**config.mk**
```make
export PLATFORM = sky130hd
export DESIGN_NAME = peripheral_clock_gating_banks
export DESIGN_NICKNAME = d
export VERILOG_FILES = /design/src/clock_gating_pkg.sv /design/src/peripheral_clock_gating_banks.sv
export SDC_FILE = /design/constraint.sdc
export NUM_CORES = 1
export LEC_CHECK = 0
export BUFFER_PORTS_ARGS = -buffer_cell sky130_fd_sc_hd__clkbuf_2
export CORE_UTILIZATION = 58
export DETAILED_ROUTE_END_ITERATION = 8
export PLACE_DENSITY_LB_ADDON = 0.08
export SETUP_SLACK_MARGIN = 0.4
export SLEW_MARGIN = 20
export SYNTH_ARGS = -nofsm -noshare
export SYNTH_HDL_FRONTEND = slang
export SYNTH_SLANG_ARGS = --single-unit
```
**constraint.sdc**
```tcl
create_clock -name clk_sys -period 2.8 [get_ports clk_sys]
set_input_delay 0.42 -clock clk_sys [delete_from_list [all_inputs] [get_ports clk_sys]]
set_output_delay 0.42 -clock clk_sys [all_outputs]
set_load 0.01 [all_outputs]
```
**src/clock_gating_pkg.sv**
```systemverilog
// Constants, register map and types for the peripheral clock gating banks.
// Assumes a 32-bit AXI4-Lite register bus and a single system clock.
package clock_gating_pkg;

  // Register byte offsets
  localparam logic [11:0] OFF_RUN_GATING_GROUP0 = 12'h100;
  localparam logic [11:0] OFF_RUN_GATING_GROUP1 = 12'h104;
  localparam logic [11:0] OFF_SLEEP_GATING_GROUP0 = 12'h110;
  localparam logic [11:0] OFF_SLEEP_GATING_GROUP1 = 12'h114;
  localparam logic [11:0] OFF_DEEPSLEEP_GATING_GROUP0 = 12'h120;
  localparam logic [11:0] OFF_DEEPSLEEP_GATING_GROUP1 = 12'h124;
  localparam logic [11:0] OFF_MAIN_CLOCK_CONFIGURATION = 12'h130;
  localparam logic [11:0] OFF_EFFECTIVE_GROUP0 = 12'h134;
  localparam logic [11:0] OFF_EFFECTIVE_GROUP1 = 12'h138;
  localparam logic [11:0] OFF_GATING_STATUS = 12'h13c;

  // Register selector codes
  localparam logic [3:0] SEL_CTRL = 4'h6;
  localparam logic [3:0] SEL_EFF0 = 4'h7;
  localparam logic [3:0] SEL_EFF1 = 4'h8;
  localparam logic [3:0] SEL_STAT = 4'h9;
  localparam logic [3:0] SEL_NONE = 4'hf;

  // Group 0 field positions
  localparam int PWM_BIT = 20;
  localparam int CONVERTER_BIT = 16;
  localparam int RATE_LSB = 8;
  localparam int WATCHDOG_BIT = 3;
  localparam int TRACE_BIT = 2;
  localparam int DEBUG_BIT = 1;
  localparam int JTAG_BIT = 0;
  // Group 1 field positions, then the auto-gating bit of the control register
  localparam int COMPARATOR_BIT = 24;
  localparam int TIMER2_BIT = 18;
  localparam int TIMER1_BIT = 17;
  localparam int TIMER0_BIT = 16;
  localparam int I2C_BIT = 12;
  localparam int SYNC_SERIAL_BIT = 4;
  localparam int SECOND_UART_BIT = 1;
  localparam int FIRST_UART_BIT = 0;
  localparam int AUTO_GATING_BIT = 0;

  // Writable bits, unit bits and reset values
  localparam logic [31:0] GROUP0_WMASK = 32'h0011_0f0f;
  localparam logic [31:0] GROUP1_WMASK = 32'h0107_1013;
  localparam logic [31:0] GROUP0_UNITS = 32'h0011_000f;
  localparam logic [31:0] GROUP1_UNITS = 32'h0107_1013;
  localparam logic [31:0] GROUP0_RESET = 32'h0001_0201;
  localparam logic [31:0] GROUP1_RESET = 32'h0000_0000;
  localparam logic RESET_AUTO_GATING = 1'b0;

  // Converter rate codes
  localparam logic [3:0] RATE_125K = 4'h0;
  localparam logic [3:0] RATE_250K = 4'h1;
  localparam logic [3:0] RATE_500K = 4'h2;

  localparam logic [1:0] RESP_OKAY = 2'b00;
  localparam logic [1:0] RESP_SLVERR = 2'b10;

  typedef enum logic [2:0] {
    MODE_RUN = 3'b001,
    MODE_SLEEP = 3'b010,
    MODE_DEEP = 3'b100
  } mode_t;

endpackage

```
**src/peripheral_clock_gating_banks.sv**
```systemverilog
// Run, sleep and deep-sleep clock gating banks for two peripheral groups,
// with an AXI4-Lite slave and a fault check for peripheral accesses.
// Assumes sleep requests and peripheral access probes are on clk_sys.
//
// Contract
// - Set bit clocks unit, clear bit stops it
// - Access to unclocked unit gives bus fault
// - Gating bits reset to zero unless noted
// - Three copies; sleep copies need automatic gating
// - Group 0 copies at 0x100, 0x110, 0x120
// - Group 1 copies at 0x104, 0x114, 0x124
// - Group 0 bit 20 gates PWM generator
// - Group 0 bit 16 gates converter, resets one
// - Group 0 bits 11:8 hold rate limit
// - Converter never runs above 500K samples
// - Bits 3,2,1 gate watchdog, trace, debug
// - Group 0 bit 0 gates JTAG, resets one
// - Group 1 bit 24 gates comparator zero
// - Group 1 bits 18:16 gate timers
// - Group 1 bits 12, 4 gate I2C, serial
// - Group 1 bits 1, 0 gate UARTs
//
// Our own choice: the AXI4-Lite slave port.
`timescale 1ns/1ns

module peripheral_clock_gating_banks (
  input wire logic clk_sys, // System clock, 50 MHz
  input wire logic rst_n, // Synchronous reset, active low
  input wire logic [11:0] s_axi_awaddr, // Write address
  input wire logic s_axi_awvalid, // Write address valid
  output logic s_axi_awready, // Write address ready
  input wire logic [31:0] s_axi_wdata, // Write data
  input wire logic [3:0] s_axi_wstrb, // Write byte strobes
  input wire logic s_axi_wvalid, // Write data valid
  output logic s_axi_wready, // Write data ready
  output logic [1:0] s_axi_bresp, // Write response
  output logic s_axi_bvalid, // Write response valid
  input wire logic s_axi_bready, // Write response ready
  input wire logic [11:0] s_axi_araddr, // Read address
  input wire logic s_axi_arvalid, // Read address valid
  output logic s_axi_arready, // Read address ready
  output logic [31:0] s_axi_rdata, // Read data
  output logic [1:0] s_axi_rresp, // Read response
  output logic s_axi_rvalid, // Read data valid
  input wire logic s_axi_rready, // Read data ready
  input wire logic sleep_req, // Processor is in sleep
  input wire logic deepsleep_req, // Processor is in deep-sleep
  input wire logic access_valid, // Peripheral access probe
  input wire logic access_group, // Group of the accessed unit
  input wire logic [4:0] access_bit, // Gating bit of the accessed unit
  output logic access_fault, // Access hit an unclocked unit
  output logic access_ok, // Access hit a clocked unit
  output logic pwm_clk_en, // PWM generator clock enable
  output logic converter_clk_en, // Converter clock enable
  output logic [3:0] converter_rate_limit, // Effective rate code
  output logic watchdog_unit_gate, // Watchdog clock enable
  output logic serial_wire_trace_output, // Trace output clock enable
  output logic debug_clk_en, // Serial-wire debug clock enable
  output logic jtag_clk_en, // JTAG clock enable
  output logic analog_comparator_zero, // Comparator 0 clock enable
  output logic general_timer_zero, // Timer 0 clock enable
  output logic general_timer_one, // Timer 1 clock enable
  output logic general_timer_two, // Timer 2 clock enable
  output logic i2c_clk_en, // I2C clock enable
  output logic synchronous_serial_unit, // Synchronous serial clock enable
  output logic first_uart_unit, // First UART clock enable
  output logic second_uart_unit // Second UART clock enable
);
  import clock_gating_pkg::*;

  typedef struct packed {
    logic [2:0][1:0][31:0] gate;
    logic auto_gate;
    mode_t mode;
    logic [1:0][31:0] en;
    logic [3:0] rate;
    logic aw_full;
    logic [11:0] aw_addr;
    logic w_full;
    logic [31:0] w_data;
    logic [3:0] w_strb;
    logic awready;
    logic wready;
    logic bvalid;
    logic [1:0] bresp;
    logic arready;
    logic rvalid;
    logic [31:0] rdata;
    logic [1:0] rresp;
    logic fault;
    logic ok;
    logic [7:0] fault_cnt;
  } state_t;

  state_t st;
  state_t next_st;

  // Map a byte address onto a register selector
  // gating, control, effective and status offsets
  function automatic logic [3:0] reg_sel(input logic [11:0] a);
    case (a)
      OFF_RUN_GATING_GROUP0: reg_sel = 4'h0;
      OFF_RUN_GATING_GROUP1: reg_sel = 4'h1;
      OFF_SLEEP_GATING_GROUP0: reg_sel = 4'h2;
      OFF_SLEEP_GATING_GROUP1: reg_sel = 4'h3;
      OFF_DEEPSLEEP_GATING_GROUP0: reg_sel = 4'h4;
      OFF_DEEPSLEEP_GATING_GROUP1: reg_sel = 4'h5;
      OFF_MAIN_CLOCK_CONFIGURATION: reg_sel = SEL_CTRL;
      OFF_EFFECTIVE_GROUP0: reg_sel = SEL_EFF0;
      OFF_EFFECTIVE_GROUP1: reg_sel = SEL_EFF1;
      OFF_GATING_STATUS: reg_sel = SEL_STAT;
      default: reg_sel = SEL_NONE;
    endcase
  endfunction

  // Byte-lane merge limited to writable bits
  function automatic logic [31:0] merge(input logic [31:0] old,
                                        input logic [31:0] data,
                                        input logic [3:0] strb,
                                        input logic [31:0] wmask);
    logic [31:0] lanes;
    lanes = {{8{strb[3]}}, {8{strb[2]}}, {8{strb[1]}}, {8{strb[0]}}};
    merge = (old & ~(lanes & wmask)) | (data & lanes & wmask);
  endfunction

  // Codes above the top rate fold back onto the top rate
  // rate ceiling
  function automatic logic [3:0] clamp_rate(input logic [3:0] code);
    clamp_rate = (code > RATE_500K) ? RATE_500K : code;
  endfunction

  always_comb begin
    logic [3:0] wsel;
    logic [3:0] rsel;
    logic [31:0] v;
    logic [1:0] copy;
    logic [31:0] rd;
    wsel = reg_sel(st.aw_addr);
    rsel = reg_sel(s_axi_araddr);
    v = 32'h0000_0000;
    copy = 2'd0;
    rd = 32'h0000_0000;
    next_st = st;
    next_st.fault = 1'b0;
    next_st.ok = 1'b0;

    // Address and data are captured independently, in either order
    if (s_axi_awvalid && st.awready) begin
      next_st.aw_full = 1'b1;
      next_st.aw_addr = s_axi_awaddr;
    end
    if (s_axi_wvalid && st.wready) begin
      next_st.w_full = 1'b1;
      next_st.w_data = s_axi_wdata;
      next_st.w_strb = s_axi_wstrb;
    end
    if (st.bvalid && s_axi_bready) begin
      next_st.bvalid = 1'b0;
    end

    // Commit once both halves are held and no response is pending
    if (st.aw_full && st.w_full && !st.bvalid) begin
      next_st.aw_full = 1'b0;
      next_st.w_full = 1'b0;
      next_st.bvalid = 1'b1;
      next_st.bresp = RESP_OKAY;
      if (wsel < SEL_CTRL) begin
        if (wsel[0]) begin
          v = merge(st.gate[wsel[2:1]][1], st.w_data, st.w_strb, GROUP1_WMASK);
        end else begin
          v = merge(st.gate[wsel[2:1]][0], st.w_data, st.w_strb, GROUP0_WMASK);
          v[RATE_LSB +: 4] = clamp_rate(v[RATE_LSB +: 4]);
        end
        next_st.gate[wsel[2:1]][wsel[0]] = v;
      end else if (wsel == SEL_CTRL) begin
        if (st.w_strb[0]) begin
          next_st.auto_gate = st.w_data[AUTO_GATING_BIT];
        end
      end else if (wsel == SEL_NONE) begin
        next_st.bresp = RESP_SLVERR;
      end
    end
    next_st.awready = !next_st.aw_full && !next_st.bvalid;
    next_st.wready = !next_st.w_full && !next_st.bvalid;

    // Read path answers one cycle after the address is taken
    if (st.rvalid && s_axi_rready) begin
      next_st.rvalid = 1'b0;
    end
    if (s_axi_arvalid && st.arready) begin
      case (rsel)
        4'h0: rd = st.gate[0][0];
        4'h1: rd = st.gate[0][1];
        4'h2: rd = st.gate[1][0];
        4'h3: rd = st.gate[1][1];
        4'h4: rd = st.gate[2][0];
        4'h5: rd = st.gate[2][1];
        SEL_CTRL: rd = {31'h0000_0000, st.auto_gate};
        SEL_EFF0: rd = st.en[0] | {20'h0_0000, st.rate, 8'h00};
        SEL_EFF1: rd = st.en[1];
        SEL_STAT: rd = {16'h0000, st.fault_cnt, 5'h00, st.mode};
        default: rd = 32'h0000_0000;
      endcase
      next_st.rvalid = 1'b1;
      next_st.rdata = rd;
      next_st.rresp = (rsel == SEL_NONE) ? RESP_SLVERR : RESP_OKAY;
    end
    next_st.arready = !next_st.rvalid;

    // Deep-sleep outranks sleep when both are requested
    if (deepsleep_req) begin
      next_st.mode = MODE_DEEP;
    end else if (sleep_req) begin
      next_st.mode = MODE_SLEEP;
    end else begin
      next_st.mode = MODE_RUN;
    end

    // Copy selection
    case (st.mode)
      MODE_RUN: copy = 2'd0;
      MODE_SLEEP: copy = st.auto_gate ? 2'd1 : 2'd0;
      MODE_DEEP: copy = st.auto_gate ? 2'd2 : 2'd0;
      default: copy = 2'd0;
    endcase

    // Enables are whole-register updates from flops, so downstream clock
    // gates see one clean change per mode switch and no combinational hazard
    // glitch-free switch
    next_st.en[0] = st.gate[copy][0] & GROUP0_UNITS;
    next_st.en[1] = st.gate[copy][1] & GROUP1_UNITS;
    next_st.rate = clamp_rate(st.gate[copy][0][RATE_LSB +: 4]);

    if (access_valid) begin
      if (st.en[access_group][access_bit]) begin
        next_st.ok = 1'b1;
      end else begin
        next_st.fault = 1'b1;
        // Saturating so the count never wraps to look clean
        if (st.fault_cnt != 8'hff) begin
          next_st.fault_cnt = st.fault_cnt + 8'h01;
        end
      end
    end
  end

  always_ff @(posedge clk_sys) begin
    if (!rst_n) begin
      st.gate <= {GROUP1_RESET, GROUP0_RESET, GROUP1_RESET, GROUP0_RESET,
                  GROUP1_RESET, GROUP0_RESET};
      st.auto_gate <= RESET_AUTO_GATING;
      st.mode <= MODE_RUN;
      st.en <= {GROUP1_RESET & GROUP1_UNITS, GROUP0_RESET & GROUP0_UNITS};
      st.rate <= GROUP0_RESET[RATE_LSB +: 4];
      st.aw_full <= 1'b0;
      st.aw_addr <= 12'h000;
      st.w_full <= 1'b0;
      st.w_data <= 32'h0000_0000;
      st.w_strb <= 4'h0;
      st.awready <= 1'b1;
      st.wready <= 1'b1;
      st.bvalid <= 1'b0;
      st.bresp <= RESP_OKAY;
      st.arready <= 1'b1;
      st.rvalid <= 1'b0;
      st.rdata <= 32'h0000_0000;
      st.rresp <= RESP_OKAY;
      st.fault <= 1'b0;
      st.ok <= 1'b0;
      st.fault_cnt <= 8'h00;
    end else begin
      st <= next_st;
    end
  end

  assign s_axi_awready = st.awready;
  assign s_axi_wready = st.wready;
  assign s_axi_bvalid = st.bvalid;
  assign s_axi_bresp = st.bresp;
  assign s_axi_arready = st.arready;
  assign s_axi_rvalid = st.rvalid;
  assign s_axi_rdata = st.rdata;
  assign s_axi_rresp = st.rresp;
  assign access_fault = st.fault;
  assign access_ok = st.ok;
  assign converter_rate_limit = st.rate;

  assign pwm_clk_en = st.en[0][PWM_BIT];
  assign converter_clk_en = st.en[0][CONVERTER_BIT];
  assign watchdog_unit_gate = st.en[0][WATCHDOG_BIT];
  assign serial_wire_trace_output = st.en[0][TRACE_BIT];
  assign debug_clk_en = st.en[0][DEBUG_BIT];
  assign jtag_clk_en = st.en[0][JTAG_BIT];
  assign analog_comparator_zero = st.en[1][COMPARATOR_BIT];
  assign general_timer_zero = st.en[1][TIMER0_BIT];
  assign general_timer_one = st.en[1][TIMER1_BIT];
  assign general_timer_two = st.en[1][TIMER2_BIT];
  assign i2c_clk_en = st.en[1][I2C_BIT];
  assign synchronous_serial_unit = st.en[1][SYNC_SERIAL_BIT];
  assign first_uart_unit = st.en[1][FIRST_UART_BIT];
  assign second_uart_unit = st.en[1][SECOND_UART_BIT];

endmodule

```
==> results of run 1 <==
[worst max-delay path: cells and delay by family, from the launching register on]
| kind | cells | cell delay [ns] |
|---|---|---|
| and+or+nand+nor | 5 | 1.45 |
| DFF | 1 | 0.32 |
| muxes | 1 | 0.20 |
| buffers and inverters | 1 | 0.21 |
[cells by family (layout without fill, tap and decap cells)]
| logic type | count (synthesis) | count (layout) | synth area share |
|---|---|---|---|
| other | 1 | 4 | 0.0003075 |
| DFF | 296 | 296 | 0.4859 |
| buffers and inverters | 149 | 233 | 0.06802 |
| AOI/OAI and AO/OA | 311 | 311 | 0.1841 |
| muxes | 57 | 57 | 0.05048 |
| adders and majority gates | 1 | 1 | 0.001026 |
| and+or+nand+nor | 482 | 482 | 0.2102 |
[layer usage]
metal / up-vias / wire (um)
met4: 0 / 1158
met3: 69 / 1681
met1: 4491 / 13180
met5: - / 0
met2: 351 / 14340
li1: 4720 / -
[timing repair]
item,in CTS,in global routing
pin swaps,1,1
setup buffers,0,1
endpoints found under the setup margin,14,12
resized for setup,2,4
[report_power, final]
| part | internal (uW) | switching, uW | total, uW |
|---|---|---|---|
| clock | 2190 | 1600 | 3780 |
| combinational | 155 | 287 | 442 |
| sequential | 4260 | 52.1 | 4320 |
| total | 6610 | 1940 | 8540 |
[synthesized netlist by cell type, types with 4 or more instances]
cell type  instances  share of area
and2_1           148          0.076
a21oi_1           69          0.028
clkbuf_1          68          0.021
buf_6              9         0.0083
a211oi_1          25          0.015
o21ai_0           39          0.016
a31oi_1           12         0.0062
a22o_1            11         0.0079
nor3_1            17         0.0070
nand2_1          143          0.044
dfxtp_1          296           0.49
o22a_1             6         0.0043
mux2i_1           48          0.039
o31ai_1            4         0.0025
buf_4             43          0.026
mux2_2             6         0.0055
a221oi_1           8         0.0057
nor2_1            76          0.023
a22oi_1           27          0.017
nand2b_1          12         0.0062
or2_2              4         0.0021
buf_2             15         0.0062
nor2b_1            7         0.0036
o211ai_1           6         0.0037
a222oi_1          41          0.034
a32oi_1           11         0.0079
nand3b_1           4         0.0025
o22ai_1            4         0.0021
and3_1            14         0.0072
nor4_4             4         0.0070
nand3_1           21         0.0086
nor3b_1            5         0.0031
inv_1              9         0.0028
a21o_1            21          0.013
[path summary, 6_finish.rpt]
| check | cells after the start | end | slack, ns | startpoint |
|---|---|---|---|---|
| min | 2 | st[170]$_SDFF_PP0_ | 0.05 | deepsleep_req |
| max reg2reg | 7 | st[349]$_SDFFE_PN0P_ | 0.50 | st[97]$_SDFFE_PN0P_ |
| min reg2reg | 1 | s_axi_rdata[30]$_SDFFE_PN0P_ | 0.45 | s_axi_rdata[30]$_SDFFE_PN0P_ |
| max | 7 | st[349]$_SDFFE_PN0P_ | 0.50 | st[97]$_SDFFE_PN0P_ |
[per-stage QoR]
| step | hold slack, ns | util | instances |
|---|---|---|---|
| after floorplan | 0.4241 | - | 1300 |
| after global placement | 0.4329 | 0.6290 | 1599 |
| after detailed placement | 0.4391 | 0.6290 | 1599 |
| after CTS | 0.03521 | 0.6750 | 1653 |
| after global routing | 0.07541 | 0.6766 | 1654 |
| final | 0.05203 | 0.6766 | 1654 |
[final cells by class]
| cell class | count | area [um^2] |
|---|---|---|
| flip-flops and latches | 296 | 5926 |
| inverters | 11 | 41.29 |
| multi-input cells | 855 | 5512 |
| repair buffers | 168 | 1071 |
| fillers | 1653 | 6606 |
| clock inverters | 13 | 92.59 |
| clock buffers | 41 | 843.3 |
| well taps | 270 | 337.8 |
==> run_results.csv, run 1 <==
group,metric,value,unit
status,status,"complete, no violations",
final_layout,most-common-layout-cells,"dfxtp_1, and2_1, nand2_1, clkbuf_2, nor2_1",
sta,rsz0062_at_grt,"yes",
placement,dp_hpwl,20570,um
final_layout,num-nets-final,1439,
global_route,grt.busiest_layer,"met2",
global_route,grt_max_degree,201,
sta,setup_violations,0,
floorplan,initial_utilization,0.5969,
power,p_leak,0.005538,uW
clock_network,postCtsHoldBufs,0,
placement,postPlaceCellArea,12850,um^2
synthesis,ys_types,72,
clock_network,clk_latency,0.56,ns
sta,clock.fmax,0.4343,GHz
final_layout,largest_reg_flops,237,
final_layout,fin_area,13820,um^2
clock_network,cts_sinks,296,
setup_path,path_cells,"or4b_4 -> or2_4 -> nor4_4 -> and2_1 -> buf_4 -> mux2i_1 -> nor2_1",
floorplan,dieHeight,147.0,um
setup_path,critPathLaunchType,"flip-flop",
routing,antenna_left,0,
routing,firstDrtPassIters,6,
synthesis,yosysSeqAreaShare,0.4859,
routing,drtIter0Drc,820,
setup_path,worstPathArrival,2.73,ns
clock_network,clockBufferDepth,3,
global_route,grt_pass1_vias,9242,
floorplan,dieArea,21610,um^2
clock_network,tritoncts,"done",
power,fin_total_pwr,8541,uW
synthesis,synthArstFlopShare,0,
sta,fin_setup_tns,0,ns
synthesis,syn_area_per_cell,9.403,um^2
clock_network,cts.clk_slew.worst_paths,0.06,ns
global_route,grtUsageTotal,0.2819,
global_route,antenna_found_initial,0,
clock_network,cts_inserted_buffers,30,
floorplan,die_w,147.0,um
power,vdd_drop_max,0.4560,mV
routing,vias_per_cell,5.823,
synthesis,netlist_area,12200,um^2
final_layout,layout_commonest_cell,"dfxtp_1",
routing,finalWirelength,30360,um
global_route,use_met1,0.3728,
sta,period_share,0.8223,
global_route,met2_usage,0.4628,
setup_path,crit_path_max_incr_delay,0.58,ns
global_route,grt_overflow_total,0,
sta,post-route-min-period,2.302,ns
clock_network,clockRootBuffer,"clkbuf_16",
global_route,use_met3,0.03478,
routing,wl_per_cell,18.35,um
floorplan,pin_count,137,
setup_path,worstSetupPathType,"flip-flop to flip-flop",
synthesis,synthCells,1297,
final_layout,area_growth,13.35,%
clock_network,htree_levels,1,
sta,hold_violations,0,
setup_path,worstPathMaxFanout,11,
sta,worstMarginPinSlew,0.7405,ns
routing,drc,0,
synthesis,ys_warn_count,0,
final_layout,regMostFlops,"st",
placement,place.gp.congestion,0.9248,
sta,slew_viol_final,0,
floorplan,core,20430,um^2
floorplan,rows,52,
run,cap_viol_max_count,0,
placement,io_buffers,117,
synthesis,synth-main-ff-cell,"dfxtp_1",
setup_path,slowest_stage,"or4b_4",
power,power_density,617.9,nW/um^2
min_path,hp-class,"input pin to flip-flop",
sta,layout_setup_ws,0.4976,ns
sta,relSlewSlack,0.5063,
setup_path,worst_ep_required_time,3.23,ns
sta,finalClockSkew,0.02513,ns
synthesis,ys_ff_latch,296,
routing,vias,9631,
global_route,grt_pass1_wl,48900,um
placement,dp_slack,0.1057,ns
synthesis,synth_edf_count,0,
setup_path,critPathCaptureType,"flip-flop",
final_layout,drive_gt1_frac,0.1814,
final_layout,antenna-diode-count,0,
(Power assumes the default switching activity.)
==> run 2: changes to the inputs <==
--- a/config.mk
+++ b/config.mk
@@ -5,8 +5,9 @@
 export SDC_FILE = /design/constraint.sdc
 export NUM_CORES = 1
 export LEC_CHECK = 0
+export ABC_AREA = 1
 export BUFFER_PORTS_ARGS = -buffer_cell sky130_fd_sc_hd__clkbuf_2
-export CORE_UTILIZATION = 58
+export CORE_UTILIZATION = 53
 export DETAILED_ROUTE_END_ITERATION = 8
 export PLACE_DENSITY_LB_ADDON = 0.08
 export SETUP_SLACK_MARGIN = 0.4
==> constraint.sdc (replaced) <==
create_clock -name clk_sys -period 1.9 [get_ports clk_sys]
set_input_delay 0.285 -clock clk_sys [delete_from_list [all_inputs] [get_ports clk_sys]]
set_output_delay 0.285 -clock clk_sys [all_outputs]
set_load 0.01 [all_outputs]
==> run 2 against run 1 <==
Effect of this change: the flow now finishes with violations (negative hold slack, negative setup slack); cell area up 26%; clock skew down 0.013 ns; first-iteration DRC count up 66%; clock power up 71%; clock-buffer cell count down 3; global-route usage up 4.3 points; synthesized cell count up 40%; wire length up 36%; total power up 64%; combinational power rose to 2.6 times the previous value; non-clock buffer count up 155; largest power group is now clock; highest routed layer unchanged.
==> run_results.csv, run 2 <==
group,metric,value,unit
global_route,grt_pass1_vias,11750,
sta,worstMarginPinSlew,0.5926,ns
synthesis,netlist_area,13010,um^2
placement,dp_slack,-0.1029,ns
placement,dp_hpwl,27700,um
placement,postPlaceCellArea,14690,um^2
run,cap_viol_max_count,0,
routing,drtIter0Drc,1359,
sta,post-route-min-period,1.988,ns
sta,setup_violations,28,
synthesis,synthArstFlopShare,0,
synthesis,yosysMostFrequentCell,"nand2_1",
synthesis,ys_types,46,
setup_path,critPathLaunchType,"flip-flop",
global_route,grt_pass1_wl,62730,um
sta,hold_violations,1,
final_layout,stdcell_count,2389,
routing,wl_per_cell,17.34,um
synthesis,synth_edf_count,0,
clock_network,htree_levels,1,
floorplan,dieArea,25180,um^2
synthesis,yosysSeqAreaShare,0.4554,
synthesis,ys_warn_count,0,
routing,vias_per_cell,5.436,
clock_network,clk_latency,0.57,ns
final_layout,layout_commonest_cell,"nand2_1",
global_route,grt.busiest_layer,"met2",
final_layout,fin_area,17400,um^2
clock_network,cts_sinks,296,
synthesis,syn_area_per_cell,7.177,um^2
sta,whs,-0.001871,ns
setup_path,critPathCaptureType,"flip-flop",
global_route,antenna_found_initial,0,
placement,dp_cells,2250,
floorplan,die_w,158.7,um
global_route,grtUsageTotal,0.3244,
power,power_density,803.1,nW/um^2
synthesis,synth_area_leader_cell,"dfxtp_1",
sta,layout_setup_ws,-0.08810,ns
routing,drc,0,
floorplan,dieHeight,158.7,um
min_path,worstHoldStart,"s_axi_wdata[3]",
final_layout,area_growth,33.74,%
power,p_leak,0.008375,uW
min_path,hold_path_depth,3,
floorplan,core,23750,um^2
setup_path,worstPathArrival,2.48,ns
global_route,use_met3,0.04627,
setup_path,worstSetupPathType,"flip-flop to flip-flop",
clock_network,cts_inserted_buffers,31,
global_route,grt_max_degree,138,
final_layout,largest_reg_flops,237,
status,status,"finished with violations",
setup_path,worst_ep_required_time,2.40,ns
routing,antenna_left,0,
sta,clock.fmax,0.5030,GHz
global_route,grt_overflow_total,0,
synthesis,synthCells,1813,
sta,rsz0062_at_grt,"yes",
status,violations,"negative hold slack, negative setup slack",
clock_network,clockRootBuffer,"clkbuf_16",
clock_network,clockBufferDepth,3,
routing,vias,12990,
min_path,holdPathEnd,"st[58]$_SDFFE_PN0P_",
clock_network,tritoncts,"done",
global_route,met2_usage,0.5115,
floorplan,initial_utilization,0.5478,
sta,relSlewSlack,0.6049,
setup_path,reg2reg_depth,12,
placement,io_buffers,117,
sta,finalClockSkew,0.01179,ns
synthesis,ys_ff_latch,296,
sta,period_share,1.046,
setup_path,worstPathMaxFanout,5,
final_layout,most-common-layout-cells,"nand2_1, inv_1, dfxtp_1, nand3_1, buf_4",
final_layout,regMostFlops,"st",
floorplan,pin_count,137,
final_layout,drive_gt1_frac,0.2797,
setup_path,regToRegSetupSlack,-0.09,ns
synthesis,synthTopCellsByCount,"nand2_1, inv_1, dfxtp_1",
floorplan,rows,56,
placement,place.gp.congestion,0.9246,
routing,firstDrtPassIters,6,
synthesis,synth-main-ff-cell,"dfxtp_1",
global_route,use_met1,0.4540,
routing,finalWirelength,41430,um
min_path,hp-class,"input pin to flip-flop",
final_layout,antenna-diode-count,0,
setup_path,rr_startpoint,"st[98]$_SDFFE_PN0P_",
power,vdd_drop_max,0.6403,mV
synthesis,synth_top_area_frac,0.4554,
sta,slew_viol_final,0,
clock_network,cts.clk_slew.worst_paths,0.06,ns
final_layout,fillers,1855,
synthesis,synth_area_leaders,"dfxtp_1, nand2_1, inv_1",
setup_path,worst_r2r_endpoint,"st[269]$_SDFFE_PN0P_",
final_layout,num-nets-final,2123,
[run 2: cell count changes after synthesis, moves of 22 or more]
cell / change
and2_1: -147
a22oi_1: -24
nand3_1: +172
mux2i_1: -48
o211ai_1: +22
a222oi_1: -41
a21oi_1: +48
a211oi_1: -23
nand2_1: +220
o21ai_0: +85
nand4_1: +31
o22ai_1: +26
inv_1: +303
[run 2: worst max-delay path, stage by stage, from the launching register on]
cell and delay, ns:
dfxtp_2 0.32, inv_2 0.05, nand2_2 0.06, nor2_4 0.19, nand2_1 0.12, nand2_2 0.10
nand4_1 0.19, nor2_2 0.20, inv_2 0.08, nor2_8 0.21, buf_6 0.15, o21ai_0 0.09
a21oi_1 0.13
[run 2: cells by family (layout without fill, tap and decap cells)]
group                      Yosys count  in the layout  share of synthesized area
AOI/OAI and AO/OA                  350            350                     0.1496
xor gates and xnor gates             6              6                   0.004039
adders and majority gates            1              1                  0.0009615
buffers and inverters              449            702                     0.1450
DFF                                296            296                     0.4554
other                                1              4                  0.0002882
and+or+nand+nor                    710            711                     0.2446
[run 2: cell type report]
class                   count  area, um^2  share of cell area
clock inverters            19       236.5             0.01359
clock buffers              38       863.3             0.04961
well taps                 319       399.1             0.02294
multi-input cells        1072        6123              0.3519
flip-flops and latches    296        5958              0.3424
repair inverters            1       6.256           0.0003595
repair buffers            323        2559              0.1470
inverters                 321        1256             0.07219
[run 2: how the worst max path moves through the flow]
stage / start / endpoint / slack [ns]
global route: st[98]$_SDFFE_PN0P_ / st[245]$_SDFFE_PN0P_ / -0.20
CTS: st[99]$_SDFFE_PN0P_ / st[193]$_SDFFE_PN0P_ / -0.005
finish: st[98]$_SDFFE_PN0P_ / st[269]$_SDFFE_PN0P_ / -0.09
global placement: s_axi_araddr[7] / s_axi_rdata[1]$_SDFFE_PN0P_ / -0.06
detailed placement: s_axi_araddr[7] / s_axi_rdata[1]$_SDFFE_PN0P_ / -0.10
floorplan: st[96]$_SDFFE_PN0P_ / st[222]$_SDFFE_PN0P_ / 0.24
[run 2: per-stage QoR]
step | power (uW) | util | hold slack, ns | setup TNS, ns
floorplan | 7030 | - | 0.3565 | 0
global placement | 7334 | 0.6186 | 0.4138 | -0.3009
detailed placement | 7352 | 0.6186 | 0.4170 | -0.6338
CTS | 13910 | 0.7103 | 0.001058 | -0.005211
global route | 14400 | 0.7326 | 0.01951 | -5.493
finish | 13980 | 0.7326 | -0.001871 | -0.7829
[run 2: power breakdown]
part           internal [uW]  total [uW]  switching (uW)
clock network           3900        6460            2560
registers               6300        6370            69.9
logic                    436        1140             706
total                  10600       14000            3340
[run 2: what timing repair did]
action	in CTS	in global routing
buffers inserted	32	24
cloned	2	0
gates resized for setup	150	95
hold endpoints to repair	24	0
hold buffers	24	0
setup endpoints to repair	84	102
pin swaps	47	48
[run 2: metal layers]
layer | up-vias | wire length [um] | part of all wire
met4 | 0 | 1565 | 0.038
met5 | - | 0 | 0
met2 | 589 | 18100 | 0.44
met3 | 123 | 3831 | 0.092
li1 | 6274 | - | -
met1 | 6001 | 17940 | 0.43
==> run 3: changes to the inputs <==
--- a/config.mk
+++ b/config.mk
@@ -5,10 +5,10 @@
 export SDC_FILE = /design/constraint.sdc
 export NUM_CORES = 1
 export LEC_CHECK = 0
-export ABC_AREA = 1
 export BUFFER_PORTS_ARGS = -buffer_cell sky130_fd_sc_hd__clkbuf_2
 export CORE_UTILIZATION = 53
 export DETAILED_ROUTE_END_ITERATION = 8
+export GPL_ROUTABILITY_DRIVEN = 0
 export PLACE_DENSITY_LB_ADDON = 0.08
 export SETUP_SLACK_MARGIN = 0.4
 export SLEW_MARGIN = 20
==> run 3 against run 2 <==
Effect of this change: the run ends with negative setup slack left; clock skew grew 0.0013 ns; hold slack better by 0.027 ns; combinational power shrank 16%; cell area fell by 6.7%; first-iteration DRC count shrank 33%; total power is 6.6% lower; critical endpoint is now st[345]$_SDFFE_PN0P_.
==> run_results.csv, run 3 (synthesized netlist as in run 1, its figures left out) <==
group,metric,value,unit
status,status,"finished with violations",
status,violations,"negative setup slack",
placement,io_buffers,117,
setup_path,path_buf_inv,1,
clock_network,cts.clk_slew.worst_paths,0.06,ns
floorplan,dieHeight,153.7,um
sta,setup_violations,55,
floorplan,die_w,153.7,um
routing,antenna_left,0,
sta,finalClockSkew,0.01310,ns
global_route,grt_overflow_total,0,
global_route,antenna_found_initial,0,
clock_network,clockRootBuffer,"clkbuf_16",
setup_path,critPathTopFamily,"simple AND/OR/NAND/NOR gates",
routing,vias,10460,
floorplan,initial_utilization,0.5403,
floorplan,core,22570,um^2
global_route,grtUsageTotal,0.2947,
setup_path,worstPathMaxFanout,5,
final_layout,largest_reg_flops,237,
power,vdd_drop_max,0.7147,mV
setup_path,path_cells,"or4_4 -> buf_4 -> or4b_4 -> nand3_2 -> o31a_1 -> a21boi_2 -> a21oi_1",
sta,fin_setup_tns,-13.17,ns
routing,vias_per_cell,5.715,
final_layout,most-common-layout-cells,"dfxtp_1, and2_1, nand2_1, clkbuf_2, buf_4",
setup_path,slowest_stage,"or4_4",
min_path,hp-class,"input pin to flip-flop",
setup_path,critPathCaptureType,"flip-flop",
clock_network,cts_inserted_buffers,30,
sta,hold_violations,0,
final_layout,drive_gt1_frac,0.3217,
clock_network,cts_sinks,296,
setup_path,worstSetupPathType,"flip-flop to flip-flop",
setup_path,worstPathArrival,2.65,ns
global_route,grt_max_degree,147,
floorplan,rows,55,
final_layout,num-nets-final,1602,
placement,dp_hpwl,22600,um
sta,clock.fmax,0.4516,GHz
clock_network,tritoncts,"done",
setup_path,crit_path_max_incr_delay,0.55,ns
sta,slew_viol_final,0,
floorplan,dieArea,23620,um^2
power,power_density,803.4,nW/um^2
final_layout,antenna-diode-count,0,
routing,firstDrtPassIters,8,
power,p_leak,0.006651,uW
sta,period_share,1.165,
sta,rsz0062_at_grt,"yes",
final_layout,regMostFlops,"st",
final_layout,area_growth,33.18,%
routing,finalWirelength,34790,um
setup_path,critPathLaunchType,"flip-flop",
clock_network,htree_levels,1,
global_route,grt_pass1_wl,55480,um
setup_path,worst_ep_required_time,2.33,ns
sta,worstMarginPinSlew,0.6391,ns
routing,wl_per_cell,19.01,um
final_layout,layout_commonest_cell,"dfxtp_1",
routing,drtIter0Drc,907,
sta,layout_setup_ws,-0.3142,ns
clock_network,clk_latency,0.55,ns
run,cap_viol_max_count,0,
routing,drc,0,
global_route,grt_pass1_vias,10250,
sta,relSlewSlack,0.5740,
clock_network,clockBufferDepth,3,
final_layout,fin_area,16240,um^2
placement,postPlaceCellArea,13770,um^2
sta,post-route-min-period,2.214,ns
floorplan,pin_count,137,
[run 3: metrics by stage]
stage                     hold slack, ns  setup slack [ns]  utilization  power [uW]  instances
after floorplan                   0.3611           -0.2140            -        6941       1300
after global placement            0.4367           -0.3747       0.6101        7275       1701
after detailed placement          0.4381           -0.3945       0.6101        7287       1701
after CTS                        0.01227           -0.2963       0.7074       13110       1817
after global routing             0.05336           -0.3930       0.7196       13520       1830
final                            0.02552           -0.3142       0.7196       13050       1830
[run 3: final cells by class]
type                       instances  area [um^2]
sequential                       296         5941
inverter                          11        41.29
clock buffer                      42        885.9
timing repair buffer             331         2816
clock inverter                    10        92.59
fill                            1665         6330
multi-input combinational        855         6108
tap                              285        356.6
[run 3: timing repair]
item / 4_1_cts / 5_1_grt
endpoints found under the hold margin: 35 / 0
pin swaps: 89 / 51
hold buffers: 35 / 0
setup endpoints to repair: 108 / 112
resized for setup: 148 / 42
buffers inserted: 17 / 13
cloned: 12 / 0
[run 3: worst min-delay path, stage by stage]
cell and delay [ns]:
clkbuf_2 0.08, nor2b_1 0.03, nor2_1 0.08, nor2_1 0.05
[run 3: routing by layer]
layer | global-route usage | wire, um | up-vias
li1 | - | - | 5042
met1 | 0.3770 | 14790 | 4922
met2 | 0.4985 | 16720 | 401
met3 | 0.03749 | 1873 | 94
met4 | 0.1300 | 1416 | 0
met5 | 0 | 0 | -
[run 3: path summary, 6_finish.rpt]
kind	startpoint	endpoint	slack [ns]	cells past startpoint
setup / recovery	st[95]$_SDFFE_PN0P_	st[345]$_SDFFE_PN0P_	-0.31	7
hold / removal	s_axi_rready	s_axi_rvalid$_SDFF_PN0_	0.03	4
setup reg to reg	st[95]$_SDFFE_PN0P_	st[345]$_SDFFE_PN0P_	-0.31	7
hold reg to reg	s_axi_rdata[2]$_SDFFE_PN0P_	s_axi_rdata[2]$_SDFFE_PN0P_	0.45	2
[run 3: where the power goes]
part,switching [uW],leakage [uW],internal (uW)
registers,68.7,0.00239,6280
clock network,2380,0.000487,3370
logic,538,0.00377,415
